--- config.mk ---
export PLATFORM = sky130hd
export DESIGN_NAME = voltage_angle_memory
export DESIGN_NICKNAME = d
export VERILOG_FILES = /design/src/vmem_pkg.sv /design/src/voltage_angle_memory.sv
export SDC_FILE = /design/constraint.sdc
export NUM_CORES = 1
export LEC_CHECK = 0
export BUFFER_PORTS_ARGS = -buffer_cell sky130_fd_sc_hd__buf_4
export CORE_AREA = 2 2 202 204
export DETAILED_ROUTE_END_ITERATION = 8
export DIE_AREA = 0 0 204 206
export PLACE_DENSITY_LB_ADDON = 0.05
export SLEW_MARGIN = 30
export SYNTH_ARGS = -nofsm -noshare
export SYNTH_HDL_FRONTEND = slang
export SYNTH_SLANG_ARGS = --single-unit
--- constraint.sdc ---
create_clock -name mclk -period 28.3 [get_ports mclk]
set_clock_uncertainty 0.15 [all_clocks]
set_input_delay 5.66 -clock mclk [delete_from_list [all_inputs] [get_ports mclk]]
set_output_delay 5.66 -clock mclk [all_outputs]
set_load 0.05 [all_outputs]
--- src/vmem_pkg.sv ---
// constants, types and register map of the voltage angle memory
package vmem_pkg;
   localparam int NV = 6;
   localparam int NI = 3;
   localparam int NCOND = 6;
   localparam int NEV = 12;

   localparam logic [7:0] ADDR_CTRL   = 8'h00;
   localparam logic [7:0] ADDR_VTHR   = 8'h04;
   localparam logic [7:0] ADDR_IPICK  = 8'h08;
   localparam logic [7:0] ADDR_HOLD   = 8'h0C;
   localparam logic [7:0] ADDR_STATUS = 8'h10;
   localparam logic [7:0] ADDR_EVENT  = 8'h14;
   localparam logic [7:0] ADDR_MASK   = 8'h18;

   localparam int CTRL_EN     = 0;
   localparam int CTRL_GATE   = 1;
   localparam int CTRL_FORCED = 2;
   localparam int CTRL_F60    = 3;

   localparam logic [3:0]  CTRL_RST  = 4'h0;
   localparam logic [15:0] VTHR_RST  = 16'h000A;
   localparam logic [15:0] IPICK_RST = 16'h01F4;
   localparam logic [15:0] HOLD_RST  = 16'h0032;

   localparam logic [15:0] VTHR_MIN  = 16'h0002;
   localparam logic [15:0] VTHR_MAX  = 16'h0032;
   localparam logic [15:0] HOLD_MIN  = 16'h0002;
   localparam logic [15:0] HOLD_MAX  = 16'h1388;
   localparam logic [15:0] VOLT_SCALE = 16'h0064;

   localparam int CLK_NS = 50;
   localparam int HOLD_STEP_NS = 10_000_000;
   localparam int HOLD_STEP_CYCLES = HOLD_STEP_NS / CLK_NS;

   typedef enum logic [1:0] {
      ST_IDLE,
      ST_ACTIVE,
      ST_EXPIRED
   } vmem_state_e;

   typedef struct packed {
      logic [NV-1:0]        v_used;
      logic [NV-1:0][15:0]  v_mag;
      logic [NV-1:0][15:0]  v_ang;
      logic [NI-1:0][15:0]  i_mag;
   } meas_s;

   typedef struct packed {
      logic [NV-1:0][15:0]  amp;
      logic [NV-1:0][15:0]  ang;
   } vref_s;
endpackage

--- src/voltage_angle_memory.sv ---
// voltage angle memory with avalon register slave and event interrupt
//
// Chosen here: the Avalon-MM slave port and the placing of the registers.
`timescale 1ns/100ps
module voltage_angle_memory #(
   parameter int STEP_CYCLES = vmem_pkg::HOLD_STEP_CYCLES
) (
   input  wire logic                  mclk,
   input  wire logic                  resetn,
   input  wire logic [7:0]            address,
   input  wire logic                  read,
   input  wire logic                  write,
   input  wire logic [31:0]           writedata,
   output logic [31:0]                readdata,
   output logic                       waitrequest,
   input  wire logic                  cycle_start,
   input  wire logic                  block_in,
   input  wire vmem_pkg::meas_s       meas,
   output vmem_pkg::vref_s            vref,
   output logic                       mem_in_use,
   output logic                       non_directed,
   output logic                       freq_from_phase_three,
   output logic                       nominal_60hz,
   output logic                       irq
);
   import vmem_pkg::*;

   function automatic logic [15:0] clamp(input logic [15:0] v, input logic [15:0] lo, input logic [15:0] hi);
      clamp = (v < lo) ? lo : ((v > hi) ? hi : v);
   endfunction

   logic                   rst_meta_n;
   logic                   rst_n;
   logic                   ack;
   logic [3:0]             ctrl;
   logic [15:0]            vthr;
   logic [15:0]            ipick;
   logic [15:0]            hold;
   logic [NEV-1:0]         ev;
   logic [NEV-1:0]         mask;
   vmem_state_e            st;
   vmem_state_e            next_st;
   logic [17:0]            presc;
   logic [15:0]            hold_cnt;
   logic                   lv_det;
   logic                   ih_det;
   logic                   blocked;
   logic                   ff_det;
   logic [NV-1:0][15:0]    ang_store;
   logic [NCOND-1:0]       cond_prev;

   // reset release through two flops
   always_ff @(posedge mclk or negedge resetn) begin
      if (!resetn) begin
         rst_meta_n <= 1'b0;
         rst_n      <= 1'b0;
      end else begin
         rst_meta_n <= 1'b1;
         rst_n      <= rst_meta_n;
      end
   end

   // settings decode
   wire         en        = ctrl[CTRL_EN];
   wire         gate      = ctrl[CTRL_GATE];
   wire [15:0]  vthr_eff  = clamp(vthr, VTHR_MIN, VTHR_MAX);
   wire [15:0]  hold_eff  = clamp(hold, HOLD_MIN, HOLD_MAX);
   wire [15:0]  thr_cent  = 16'(vthr_eff * VOLT_SCALE);

   // measurement conditions
   logic [NV-1:0] v_low;
   logic [NI-1:0] i_high;
   genvar gi;
   generate
      for (gi = 0; gi < NV; gi++) begin : g_v
         assign v_low[gi] = !meas.v_used[gi] || (meas.v_mag[gi] < thr_cent);
      end
      for (gi = 0; gi < NI; gi++) begin : g_i
         assign i_high[gi] = meas.i_mag[gi] > ipick;
      end
   endgenerate

   wire lv_now   = (&v_low) && (|meas.v_used);
   wire ih_now   = |i_high;
   wire act_ok   = en && !block_in && lv_now && (!gate || ih_now);
   wire drop     = !en || block_in || !lv_now;
   wire hold_hit = hold_cnt >= hold_eff;

   // program-cycle state
   always_comb begin
      next_st = st;
      case (st)
         ST_IDLE:    if (act_ok) next_st = ST_ACTIVE;
         ST_ACTIVE:  if (drop) next_st = ST_IDLE;
                     else if (hold_hit) next_st = ST_EXPIRED;
         ST_EXPIRED: if (drop) next_st = ST_IDLE;
         default:    next_st = ST_IDLE;
      endcase
   end

   always_ff @(posedge mclk or negedge rst_n) begin
      if (!rst_n) begin
         st      <= ST_IDLE;
         lv_det  <= 1'b0;
         ih_det  <= 1'b0;
         blocked <= 1'b0;
         ff_det  <= 1'b0;
      end else if (cycle_start) begin
         st      <= next_st;
         lv_det  <= lv_now;
         ih_det  <= ih_now;
         blocked <= block_in;
         ff_det  <= en && ctrl[CTRL_FORCED] && lv_now;
      end
   end

   // hold timer in 10 ms steps from activation
   wire step_end = presc == 18'(STEP_CYCLES - 1);
   always_ff @(posedge mclk or negedge rst_n) begin
      if (!rst_n) begin
         presc    <= 18'h00000;
         hold_cnt <= 16'h0000;
      end else if (st != ST_ACTIVE) begin
         presc    <= 18'h00000;
         hold_cnt <= 16'h0000;
      end else begin
         presc    <= step_end ? 18'h00000 : presc + 18'h00001;
         if (step_end && !hold_hit) hold_cnt <= hold_cnt + 16'h0001;
      end
   end

   // angles follow while idle, frozen from activation
   always_ff @(posedge mclk or negedge rst_n) begin
      if (!rst_n) ang_store <= '0;
      else if (cycle_start && st == ST_IDLE && !act_ok) ang_store <= meas.v_ang;
   end

   // reference outputs
   assign mem_in_use            = st == ST_ACTIVE;
   assign non_directed          = st == ST_EXPIRED;
   assign freq_from_phase_three = ff_det;
   assign nominal_60hz          = ctrl[CTRL_F60];
   generate
      for (gi = 0; gi < NV; gi++) begin : g_ref
         always_ff @(posedge mclk or negedge rst_n) begin
            if (!rst_n) begin
               vref.amp[gi] <= 16'h0000;
               vref.ang[gi] <= 16'h0000;
            end else begin
               vref.amp[gi] <= mem_in_use ? thr_cent : meas.v_mag[gi];
               vref.ang[gi] <= mem_in_use ? ang_store[gi] : meas.v_ang[gi];
            end
         end
      end
   endgenerate

   // paired on/off events
   wire [NCOND-1:0] cond = {blocked, mem_in_use, ff_det, ih_det, lv_det, en};
   logic [NEV-1:0] ev_set;
   generate
      for (gi = 0; gi < NCOND; gi++) begin : g_ev
         assign ev_set[2*gi]   = cond[gi] && !cond_prev[gi];
         assign ev_set[2*gi+1] = !cond[gi] && cond_prev[gi];
      end
   endgenerate

   // avalon slave, one wait state
   wire req     = read || write;
   wire wr_go   = write && ack;
   wire sel_ev  = address == ADDR_EVENT;
   wire [NEV-1:0] w1c = (wr_go && sel_ev) ? writedata[NEV-1:0] : '0;
   assign waitrequest = req && !ack;

   logic [31:0] rd_mux;
   always_comb begin
      case (address)
         ADDR_CTRL:   rd_mux = {28'h0000000, ctrl};
         ADDR_VTHR:   rd_mux = {16'h0000, vthr};
         ADDR_IPICK:  rd_mux = {16'h0000, ipick};
         ADDR_HOLD:   rd_mux = {16'h0000, hold};
         ADDR_STATUS: rd_mux = {26'h0000000, ff_det, blocked, non_directed, mem_in_use, ih_det, lv_det};
         ADDR_EVENT:  rd_mux = {20'h00000, ev};
         ADDR_MASK:   rd_mux = {20'h00000, mask};
         default:     rd_mux = 32'h00000000;
      endcase
   end

   always_ff @(posedge mclk or negedge rst_n) begin
      if (!rst_n) begin
         ack      <= 1'b0;
         readdata <= 32'h00000000;
      end else begin
         ack <= req && !ack;
         if (read && !ack) readdata <= rd_mux;
      end
   end

   always_ff @(posedge mclk or negedge rst_n) begin
      if (!rst_n) begin
         ctrl  <= CTRL_RST;
         vthr  <= VTHR_RST;
         ipick <= IPICK_RST;
         hold  <= HOLD_RST;
         mask  <= '0;
      end else if (wr_go) begin
         if (address == ADDR_CTRL)  ctrl  <= writedata[3:0];
         if (address == ADDR_VTHR)  vthr  <= clamp(writedata[15:0], VTHR_MIN, VTHR_MAX);
         if (address == ADDR_IPICK) ipick <= writedata[15:0];
         if (address == ADDR_HOLD)  hold  <= clamp(writedata[15:0], HOLD_MIN, HOLD_MAX);
         if (address == ADDR_MASK)  mask  <= writedata[NEV-1:0];
      end
   end

   // sticky events, a set beats a clear
   always_ff @(posedge mclk or negedge rst_n) begin
      if (!rst_n) begin
         ev        <= '0;
         cond_prev <= '0;
         irq       <= 1'b0;
      end else begin
         ev        <= (ev & ~w1c) | ev_set;
         cond_prev <= cond;
         irq       <= |(((ev & ~w1c) | ev_set) & mask);
      end
   end

   // checks
   property p_lowv;
      @(posedge mclk) disable iff (!rst_n)
      cycle_start && st == ST_IDLE && en && !block_in && lv_now && !gate |=> mem_in_use;
   endproperty
   a_lowv: assert property (p_lowv) else $error("memory did not engage on low voltage");

   property p_gate;
      @(posedge mclk) disable iff (!rst_n)
      cycle_start && st == ST_IDLE && gate && !ih_now |=> !mem_in_use;
   endproperty
   a_gate: assert property (p_gate) else $error("engaged without overcurrent");

   property p_thr;
      @(posedge mclk) disable iff (!rst_n)
      vthr_eff >= 16'h0002 && vthr_eff <= 16'h0032;
   endproperty
   a_thr: assert property (p_thr) else $error("threshold outside range");

   property p_amp;
      @(posedge mclk) disable iff (!rst_n)
      mem_in_use |=> vref.amp[0] == $past(thr_cent);
   endproperty
   a_amp: assert property (p_amp) else $error("amplitude not threshold");

   property p_ang;
      @(posedge mclk) disable iff (!rst_n)
      mem_in_use ##1 mem_in_use |-> $stable(ang_store) && vref.ang[1] == $past(ang_store[1]);
   endproperty
   a_ang: assert property (p_ang) else $error("angle moved while active");

   property p_use;
      @(posedge mclk) disable iff (!rst_n)
      $rose(mem_in_use) |-> $past(cycle_start) && $past(lv_now);
   endproperty
   a_use: assert property (p_use) else $error("use began without cause");

   property p_exp;
      @(posedge mclk) disable iff (!rst_n)
      cycle_start && mem_in_use && hold_hit && !drop |=> non_directed && !mem_in_use;
   endproperty
   a_exp: assert property (p_exp) else $error("no non-directed mode after expiry");

   property p_blk;
      @(posedge mclk) disable iff (!rst_n)
      cycle_start |=> blocked == $past(block_in) && (!blocked || !mem_in_use);
   endproperty
   a_blk: assert property (p_blk) else $error("blocking not taken");

   property p_dis;
      @(posedge mclk) disable iff (!rst_n)
      !en && !mem_in_use |=> !mem_in_use;
   endproperty
   a_dis: assert property (p_dis) else $error("engaged while disabled");

   property p_ev;
      @(posedge mclk) disable iff (!rst_n)
      $rose(lv_det) |=> ev[2];
   endproperty
   a_ev: assert property (p_ev) else $error("low voltage event lost");

   c_active: cover property (@(posedge mclk) disable iff (!rst_n) $rose(mem_in_use));
   c_expire: cover property (@(posedge mclk) disable iff (!rst_n) $rose(non_directed));
   c_irq:    cover property (@(posedge mclk) disable iff (!rst_n) $rose(irq));
endmodule

### After elaboration in Yosys (flattened, before gate mapping)

Cells that the tools add are included.

* $add $sub $neg: 2
* bitwise operators: 4
* multiplexer cells: 31
* $lt $le $gt $ge: 17
* equal/unequal tests: 13
* $mul: 1
* reductions and logical operators: 72

Operators by type and width (count)
* 16-bit two-way mux: 22
* 16-bit case mux with 7 select lines: 1
* 16-bit less-than comparator: 6
* 16-bit > comparator: 3
* 16-bit by 2-bit less-than comparator with 1-bit output (second input constant): 3
* 18-bit two-way mux: 2
* 16-bit by 13-bit > comparator with 1-bit output (second input constant): 2
* 16-bit by 6-bit > comparator with 1-bit output (second input constant): 2
* 1-bit logical AND: 25
* 12-bit AND: 2
* 8-bit by 5-bit equality test with 1-bit output (second input constant): 3
* 1-bit logical NOT: 24
* 18-bit by 1-bit adder with 18-bit output (second input constant): 1
* 18-bit equality test (second input constant): 1
* 16-bit by 1-bit adder with 16-bit output (second input constant): 1
* 8-bit by 4-bit equality test with 1-bit output (second input constant): 2
* 16-bit >= comparator: 1
* 16-bit by 5-bit multiplier with 14-bit output (second input constant): 1
* 12-bit two-way mux: 1
* 12-bit inverter: 1
* 12-bit OR: 1
* 12-bit OR reduction: 1
* 1-bit logical OR: 10
* 2-bit AND reduction: 5
* other kinds (15): 19

* output and inout port bits: 230
* input port bits: 292
* register bits after elaboration: 446
* word-level logic and storage cells: 177

### Depth between registers and ports, before layout

Gate-level depths: netlist (run 1).

* depth in word-level cells: 12
* depth in mapped cells: 29
* mapped depth without buffers: 26

### Worst setup path after synthesis (run 1)

OpenSTA, ideal clock, no wires.

* path type: in2out
* from: input write
* to: output waitrequest
* stages: 2
* slack: 16.133 ns
* buffers on the path: 0
* data arrival time: 6.357 ns
* required time: 22.490 ns
* cell sequence: nor2_1 > nor2_1

* cells in the longest elaborated chain, start to end: 2

RTL lines
* from (decl): RTL line voltage_angle_memory.sv:12 `input wire logic write,`
* 1-bit logical OR: RTL line voltage_angle_memory.sv:168 `wire req = read || write;`
* 1-bit logical AND: RTL line voltage_angle_memory.sv:172 `assign waitrequest = req && !ack;`
* to (decl): RTL line voltage_angle_memory.sv:15 `output logic waitrequest,`

Every way passes these cells.

### Worst setup path after layout (run 1)

Same ends and word-level chain as after synthesis.

==> flow_summary.json, run 1 <==
{
  "grt_overflow": 0,
  "clkTransAtPathRegs_ns": 0.06,
  "rows": 74,
  "min_from": "rst_meta_n",
  "synth_cell_type_count": 75,
  "critPathKind": "in2out",
  "vdd_drop_max_v": 0.0000388,
  "antenna_left": 0,
  "p_per_area_nw_per_um2": 58.1,
  "p_total_mw": 1.58,
  "cts_root_buf": "clkbuf_16",
  "relSlewSlack": 0.336,
  "synthFlopType": "dfrtp_1",
  "synthArstFlopShare": 1.00,
  "cts_resized": 0,
  "fmax_mhz": 83.8,
  "crit_chain": "buf_4 > nor2_1 > nor2_1 > buf_4",
  "ys_seq_area_frac": 0.502,
  "yosysTopAreaCellShare": 0.489,
  "h-tree-depth": 2,
  "cp_slowest_cell": "buf_4",
  "fillCellCount": 3163,
  "drive_gt1_frac": 0.287,
  "antenna_found_initial": 4,
  "place.gp.congestion": 0.895,
  "wire_per_inst_um": 21.2,
  "critPathCaptureType": "output pin",
  "yosysMostFrequentCell": "nand2_1",
  "io_buffers": 489,
  "critPathLaunch": "write",
  "cts_setup_buffers": 0,
  "clk_latency_ns": 0.59,
  "synth_area_um2": 21400,
  "vias_per_cell": 5.57,
  "vias": 17400,
  "die_y_um": 206,
  "reg2reg_setup_slack_ns": 19.04,
  "die_w_um": 204,
  "cp_max_fo": 5,
  "fin_area_um2": 27100,
  "final_util": 0.675,
  "fin_setup_tns_ns": 0,
  "grt_start_max_net_pins": 163,
  "period_needed_ns": 11.94,
  "drc_errors": 0,
  "crit_path_end": "waitrequest",
  "fin_crit_sh": 0.422,
  "r2r_cells": 26,
  "syn_inst": 2057,
  "yosys-top-cells-count": "481 x nand2_1, 419 x dfrtp_1, 157 x ha_1",
  "ys_ff_latch": 430,
  "slew_viol_final": 0,
  "postSynthAreaPerCell_um2": 10.4,
  "cts_tree": "built",
  "clock-sinks": 430,
  "dr.pass1.iters": 5,
  "pin_count": 522,
  "drv_cap": 0,
  "place_hpwl_um": 49800,
  "cp.required_ns": 22.49,
  "core_um2": 40200,
  "grt_pass1_wl_um": 101000,
  "grt_pass1_vias": 17100,
  "wl_um": 66100,
  "tightest_slew_ns": 0.996,
  "hold_viol": 0,
  "synth-edff-count": 0,
  "run_status": "completed",
  "ctsLongestPathBuffers": 3,
  "min_path_type": "reg2reg",
  "area_growth_pct": 26.5,
  "place_area_um2": 25500,
  "cts_made_buffers": 46,
  "setup_viol": 0,
  "dr.first_iter.drc_count": 1305,
  "r2r_start": "vthr[13]",
  "start_util": 0.534,
  "slowest_delay_ns": 0.21,
  "p_leak_nw": 13.6,
  "fin_nets": 3005,
  "grt_usage": 0.312,
  "crit_path_start_kind": "input port",
  "r2r_end": "ang_store[95]",
  "yosysWarnings": 0,
  "cp_data_arrival_time_ns": 6.13,
  "rsz0062_at_grt": "no",
  "die-area_um2": 42000,
  "holdBufCountCts": 0,
  "synth_top_area_cell": "dfrtp_1",
  "ys_top_cells_by_area": "dfrtp_1 49%, ha_1 9.2%, nand2_1 8.4%"
}
## routing by layer
metal,wire (um),track usage,vias up,share of wire
met1,27400,0.405,8569,0.41
met4,2070,0.113,2,0.031
met3,4360,0.0585,111,0.066
met2,32300,0.523,632,0.49
li1,-,-,8054,-
met5,12,0,-,0.00018
## sequential cells by signal, indices dropped and copies added (netlist names), 4 cells and up
| name | cells |
|---|---|
| ang_store | 96 |
| cond_prev | 6 |
| ctrl | 4 |
| ev | 12 |
| hold | 16 |
| hold_cnt | 16 |
| ipick | 16 |
| mask | 12 |
| presc | 18 |
| readdata | 16 |
| vref | 192 |
| vthr | 16 |
## placed cells by master (no fill, tap or decap), types with 6 or more instances in the layout
master	Yosys	final
conb_1	2	34
nor3_1	28	28
ha_1	157	157
o21ai_0	59	58
nand4_1	29	29
a211oi_1	11	11
a21oi_1	54	54
fa_1	8	8
nor2_1	118	118
o211ai_1	10	10
buf_4	21	503
nor4_1	12	12
xor2_1	18	18
a22o_1	33	33
nand2b_1	7	6
mux2i_1	13	13
a221o_1	6	6
nand2_1	481	481
or2_2	8	8
o21a_1	22	22
clkinv_2	0	9
nand3_1	38	38
and2_1	21	21
or4_1	15	15
mux2_2	90	90
dfrtp_1	419	418
a22oi_1	6	6
clkbuf_16	0	46
clkbuf_8	0	13
and3_1	15	15
a21o_1	30	30
inv_1	71	70
mux2_4	40	40
dfstp_2	11	11
or3_1	8	8
nor2b_1	18	18
o31ai_1	11	11
clkbuf_1	55	8
xnor2_1	18	18
## logic make-up (layout without fill, tap and decap cells)
family / count (synthesis) / in the layout / share of synthesized area
and+or+nand+nor: 818 / 818 / 0.168
adders and majority gates: 167 / 167 / 0.100
muxes: 143 / 143 / 0.0813
AOI/OAI and AO/OA: 296 / 296 / 0.0962
buffers and inverters: 165 / 660 / 0.0365
xor gates and xnor gates: 36 / 36 / 0.0147
DFF: 430 / 430 / 0.502
other: 2 / 38 / 0.000350
## critical path, delay by kind of cell
family	cells	cell delay, ns
buffers and inverters	2	0.32
and+or+nand+nor	2	0.14
## where the power goes
group,leakage [nW],internal (mW),switching (mW),total [mW]
Clock,0.771,0.362,0.254,0.617
Combinational,7.57,0.113,0.178,0.291
Sequential,5.23,0.650,0.0186,0.668
## how the worst min path moves through the flow
stage	endpoint	slack, ns	cells after the start
2_1_floorplan	rst_n	0.18	0
3_3_place_gp	rst_n	0.19	0
3_5_place_dp	rst_n	0.19	0
4_1_cts	rst_n	0.20	0
5_1_grt	rst_n	0.22	0
6_report	rst_n	0.20	0
## cell type report
cell class	count	area (um2)	area share
well taps	532	666	0.0245
diodes	4	10.0	0.000369
clock buffers	67	1360	0.0501
clock inverters	17	205	0.00757
repair buffers	505	3810	0.140
inverters	71	269	0.00992
flip-flops and latches	430	10800	0.397
multi-input cells	1494	10000	0.370
## metrics by stage
step           hold WS [ns]  setup slack, ns  std cells
2_1_floorplan         0.181            15.30       2089
4_1_cts               0.199            16.36       3116
5_1_grt               0.219            16.32       3119
6_report              0.201            16.36       3120
3_3_place_gp          0.190            16.37       3032
3_5_place_dp          0.190            16.36       3032
Power figures use the tool's default switching activity.
==> inputs of run 2 (changes only) <==
Settings changed: ABC_AREA set to 1, CORE_AREA 2 2 202 204 to not set, CORE_MARGIN set to 2, CORE_UTILIZATION set to 49, DIE_AREA 0 0 204 206 to not set.
Clock period 28.3 ns to 10.1 ns, I/O delays scaled along.
==> flow_summary.json, run 2 <==
{
  "run_status": "completed",
  "critPathBufInv": 6,
  "start_util": 0.494,
  "synth_cell_type_count": 49,
  "reg2reg_setup_slack_ns": 2.80,
  "place_area_um2": 25800,
  "critPathTopFamily": "simple AND/OR/NAND/NOR gates",
  "vdd_drop_max_v": 0.000128,
  "critPathLaunch": "vthr[6]",
  "cp_max_fo": 136,
  "fin_nets": 3448,
  "synth_top_area_cell": "dfrtp_1",
  "period_needed_ns": 7.30,
  "h-tree-depth": 2,
  "drv_cap": 0,
  "combPwrFrac": 0.285,
  "synthFlopType": "dfrtp_1",
  "drc_errors": 0,
  "dp_cells": 3530,
  "vias_per_cell": 5.19,
  "yosysWarnings": 0,
  "clkTransAtPathRegs_ns": 0.06,
  "place.gp.congestion": 0.922,
  "hold_viol": 0,
  "cts_tree": "built",
  "io_buffers": 489,
  "die_y_um": 215,
  "register_area_um2": 10800,
  "synth_area_um2": 21800,
  "crit_path_start_kind": "flip-flop",
  "rows": 77,
  "cts_root_buf": "clkbuf_16",
  "r2r_end": "ang_store[86]",
  "fmax_mhz": 137,
  "wire_per_inst_um": 17.7,
  "pin_count": 522,
  "clock-sinks": 430,
  "rsz0062_at_grt": "no",
  "ys_seq_area_frac": 0.495,
  "r2r_start": "vthr[6]",
  "yosys-top-cells-count": "667 x nand2_1, 419 x dfrtp_1, 325 x inv_1",
  "antenna_found_initial": 2,
  "yosysTopAreaCellShare": 0.482,
  "power_frac_seq": 0.378,
  "final_common_cell": "nand2_1",
  "ctsLongestPathBuffers": 3,
  "cp_slowest_cell": "nor2_1",
  "dr.pass1.iters": 6,
  "cp.required_ns": 10.38,
  "grt_overflow": 0,
  "largest_register_ffs": 192,
  "dr.first_iter.drc_count": 1636,
  "antenna_left": 0,
  "ys_ff_latch": 430,
  "p_sw_mw": 1.84,
  "multi_input_area_um2": 9320,
  "p_int_mw": 3.42,
  "crit_top_cell": "nand2_1",
  "fin_area_um2": 27600,
  "final_util": 0.626,
  "cts_resized": 0,
  "cts_setup_buffers": 0,
  "drive_gt1_frac": 0.230,
  "vias": 18800,
  "fillCellCount": 3775,
  "place_hpwl_um": 48000,
  "yosysMostFrequentCell": "nand2_1",
  "grt_pass1_vias": 17900,
  "setup_viol": 0,
  "p_leak_nw": 14.2,
  "r2r_cells": 35,
  "synth-edff-count": 0,
  "ys_top_cells_by_area": "dfrtp_1 48%, nand2_1 12%, ha_1 9.0%",
  "slowest_delay_ns": 0.48,
  "grt_usage": 0.275,
  "syn_inst": 2504,
  "p_clk_frac": 0.337,
  "holdBufCountCts": 0,
  "wl_um": 64000,
  "most-common-layout-cells": "666 x nand2_1, 493 x buf_4, 418 x dfrtp_1, 325 x inv_1, 215 x o21ai_0",
  "critPathCaptureType": "flip-flop",
  "fin_crit_sh": 0.722,
  "clk_latency_ns": 0.59,
  "min_path_type": "reg2async",
  "slew_viol_final": 0,
  "core_um2": 44000,
  "critPathKind": "reg2reg",
  "synthArstFlopShare": 1.00,
  "grt_start_max_net_pins": 193,
  "switching_share": 0.350,
  "postSynthAreaPerCell_um2": 8.69,
  "tightest_slew_ns": 0.923,
  "cts_made_buffers": 47,
  "die_w_um": 215,
  "grt_pass1_wl_um": 99100,
  "cp_data_arrival_time_ns": 7.58,
  "die-area_um2": 46100,
  "relSlewSlack": 0.385,
  "area_growth_pct": 26.7,
  "p_per_area_nw_per_um2": 191,
  "fin_setup_tns_ns": 0,
  "fin_cells": 3620
}
run 2: cell count changes after synthesis, sizes merged, moves of 18 or more:
cell | previous run | this run
o21ai | 62 | 305
a21oi | 54 | 79
nand2 | 481 | 671
a22o | 33 | 3
a21o | 30 | 0
mux2 | 130 | 0
inv | 71 | 325
nand3 | 38 | 70
and2 | 22 | 0
o21a | 22 | 4
nor2b | 18 | 0
nor2 | 118 | 181
run 2: stage by stage:
stage | power, mW | hold slack, ns | setup slack (ns)
after detailed placement | 3.49 | 0.190 | 3.13
final | 5.25 | 0.0929 | 2.80
after floorplan | 3.02 | 0.181 | 2.95
after global routing | 5.51 | 0.124 | 2.19
after global placement | 3.46 | 0.189 | 3.27
after CTS | 5.28 | 0.204 | 3.09
run 2: worst max path at each step:
| stage | end | depth (start not counted) |
|---|---|---|
| final | ang_store[86] | 35 |
| after global routing | ang_store[86] | 35 |
| after CTS | ang_store[86] | 34 |
| after detailed placement | ang_store[85] | 34 |
| after global placement | ang_store[91] | 34 |
| after floorplan | ack | 0 |
run 2: power groups by stage:
stage	combinational (mW)	clock [mW]	sequential (mW)
floorplan	0.579	0	2.44
global placement	1.44	0	2.02
detailed placement	1.47	0	2.02
CTS	1.48	1.81	1.99
global route	1.62	1.88	2.00
finish	1.50	1.77	1.99
run 2: cell type report:
class | instances | area share
Sequential cell | 430 | 0.391
Multi-Input combinational cell | 1684 | 0.338
Timing Repair Buffer | 501 | 0.141
Tap cell | 592 | 0.0269
Antenna cell | 2 | 0.000182
Clock inverter | 16 | 0.00840
Clock buffer | 68 | 0.0499
Inverter | 327 | 0.0448
run 2: cells by family (layout without fill, tap and decap cells):
kind of cell / after synthesis / after routing / share of synthesized area
AND/OR/NAND/NOR: 1005 / 1005 / 0.187
adder cells (fa/ha/maj): 165 / 165 / 0.0977
other: 2 / 36 / 0.000345
AO/OA/AOI/OAI: 468 / 468 / 0.133
buffers and inverters: 422 / 912 / 0.0825
XOR/XNOR: 12 / 12 / 0.00483
flip-flops: 430 / 430 / 0.495
run 2: per-layer routing:
| metal | vias to the layer above | GRT usage | share of wire | wire length [um] |
|---|---|---|---|---|
| li1 | 9031 | - | - | - |
| met1 | 8973 | 0.370 | 0.42 | 27100 |
| met2 | 626 | 0.431 | 0.46 | 29600 |
| met3 | 152 | 0.0539 | 0.065 | 4180 |
| met4 | 0 | 0.127 | 0.049 | 3140 |
| met5 | - | 0 | 0 | 0 |
==> inputs of run 3 (changes only) <==
Clock period 10.1 ns to 6.3 ns, I/O delays scaled along.
==> flow_summary.json, run 3 (synthesized netlist as in run 2, its figures left out) <==
{
  "run_status": "completed",
  "fin_cells": 3637,
  "cp_slowest_cell": "dfstp_2",
  "grt_pass1_wl_um": 98700,
  "die-area_um2": 46100,
  "tightest_slew_ns": 0.943,
  "slew_viol_final": 0,
  "vdd_drop_max_v": 0.000210,
  "largest_register_ffs": 192,
  "drive_gt1_frac": 0.239,
  "cp_max_fo": 46,
  "dr.first_iter.drc_count": 1791,
  "antenna_found_initial": 2,
  "clkTransAtPathRegs_ns": 0.06,
  "cp.required_ns": 6.62,
  "rows": 77,
  "place_area_um2": 25900,
  "fin_crit_sh": 0.940,
  "die_w_um": 215,
  "fin_nets": 3462,
  "wl_um": 63900,
  "relSlewSlack": 0.372,
  "setup_viol": 0,
  "drv_cap": 0,
  "critPathKind": "reg2reg",
  "start_util": 0.494,
  "core_um2": 44000,
  "wire_per_inst_um": 17.6,
  "place_hpwl_um": 48300,
  "hold-worst-slack_ns": 0.0938,
  "dr.pass1.iters": 6,
  "p_total_mw": 8.47,
  "final_common_cell": "nand2_1",
  "cts_made_buffers": 47,
  "most-common-layout-cells": "660 x nand2_1, 507 x buf_4, 418 x dfrtp_1, 325 x inv_1, 215 x o21ai_0",
  "grt_usage": 0.274,
  "drc_errors": 0,
  "pin_count": 522,
  "vias_per_cell": 5.15,
  "ctsLongestPathBuffers": 3,
  "cts_root_buf": "clkbuf_16",
  "antenna_left": 0,
  "cp_data_arrival_time_ns": 6.25,
  "fin_area_um2": 27800,
  "place.gp.congestion": 0.953,
  "clk_latency_ns": 0.60,
  "min_path_type": "reg2async",
  "crit_path_start_kind": "flip-flop",
  "slowest_delay_ns": 0.60,
  "fmax_mhz": 169,
  "die_y_um": 215,
  "period_needed_ns": 5.92,
  "vias": 18700,
  "h-tree-depth": 2,
  "dp_cells": 3541,
  "area_growth_pct": 27.6,
  "grt_start_max_net_pins": 184,
  "crit_top_cell": "nand2_1",
  "critPathCaptureType": "flip-flop",
  "holdBufCountCts": 0,
  "r2r_cells": 36,
  "grt_pass1_vias": 17700,
  "p_leak_nw": 14.3,
  "hold_viol": 0,
  "final_util": 0.631,
  "p_per_area_nw_per_um2": 305,
  "grt_overflow": 0,
  "clock-sinks": 430,
  "io_buffers": 489,
  "cts_tree": "built"
}
-- run 3: cell types whose count changed in the layout (fill, tap and decap cells not counted), sizes merged --
cell / before / now
bufinv: 4 / 5
clkinv: 9 / 16
clkbuf: 68 / 65
buf: 501 / 515
inv: 327 / 326
clkinvlp: 3 / 2
-- run 3: where the power goes --
part           switching (mW)  internal [mW]  leakage (nW)
registers               0.113           3.08          5.14
clock network            1.16           1.70         0.797
logic                    1.68          0.739          8.39
-- run 3: layer usage --
metal / vias to the layer above / global-route usage / wire length (um)
li1: 9060 / - / -
met1: 8988 / 0.368 / 27300
met2: 592 / 0.452 / 30500
met3: 108 / 0.0471 / 4060
met4: 0 / 0.0910 / 2100
met5: - / 0 / 0
-- run 3: worst max-delay path: cells and delay by family, from the launching register on --
family                     cells  cell delay [ns]
adders and majority gates      5             1.71
and+or+nand+nor               22             2.10
AOI/OAI and AO/OA              3             0.46
DFF                            1             0.60
buffers and inverters          6             0.77
-- run 3: what timing repair did --
action,CTS,global route
gates resized for setup,0,21
setup buffers,3,2
setup endpoints to repair,6,98
pin swaps,1,2
-- run 3: worst paths after layout --
path                             from             to  slack [ns]
setup reg to reg              vthr[1]  ang_store[37]        0.38
hold / removal                  rst_n       vthr[14]        0.09
min in group mclk          rst_meta_n          rst_n        0.21
setup / recovery              vthr[1]  ang_store[37]        0.38
hold reg to reg                 rst_n       vthr[14]        0.09
max in group asynchronous       rst_n       vref[41]        4.69
-- run 3: layout make-up --
type,count,area (um2)
Clock buffer,65,1340
Fill cell,3789,16300
Tap cell,592,741
Sequential cell,430,10800
Inverter,327,1240
Clock inverter,22,284
Antenna cell,2,5.00
Multi-Input combinational cell,1684,9400
Timing Repair Buffer,515,3990
-- run 3: stage by stage --
step | TNS (ns) | setup WS, ns
CTS | 0 | 0.0458
global route | -0.444 | -0.0399
floorplan | 0 | 0.982
detailed placement | 0 | 0.0431
finish | 0 | 0.375
global placement | 0 | 0.194
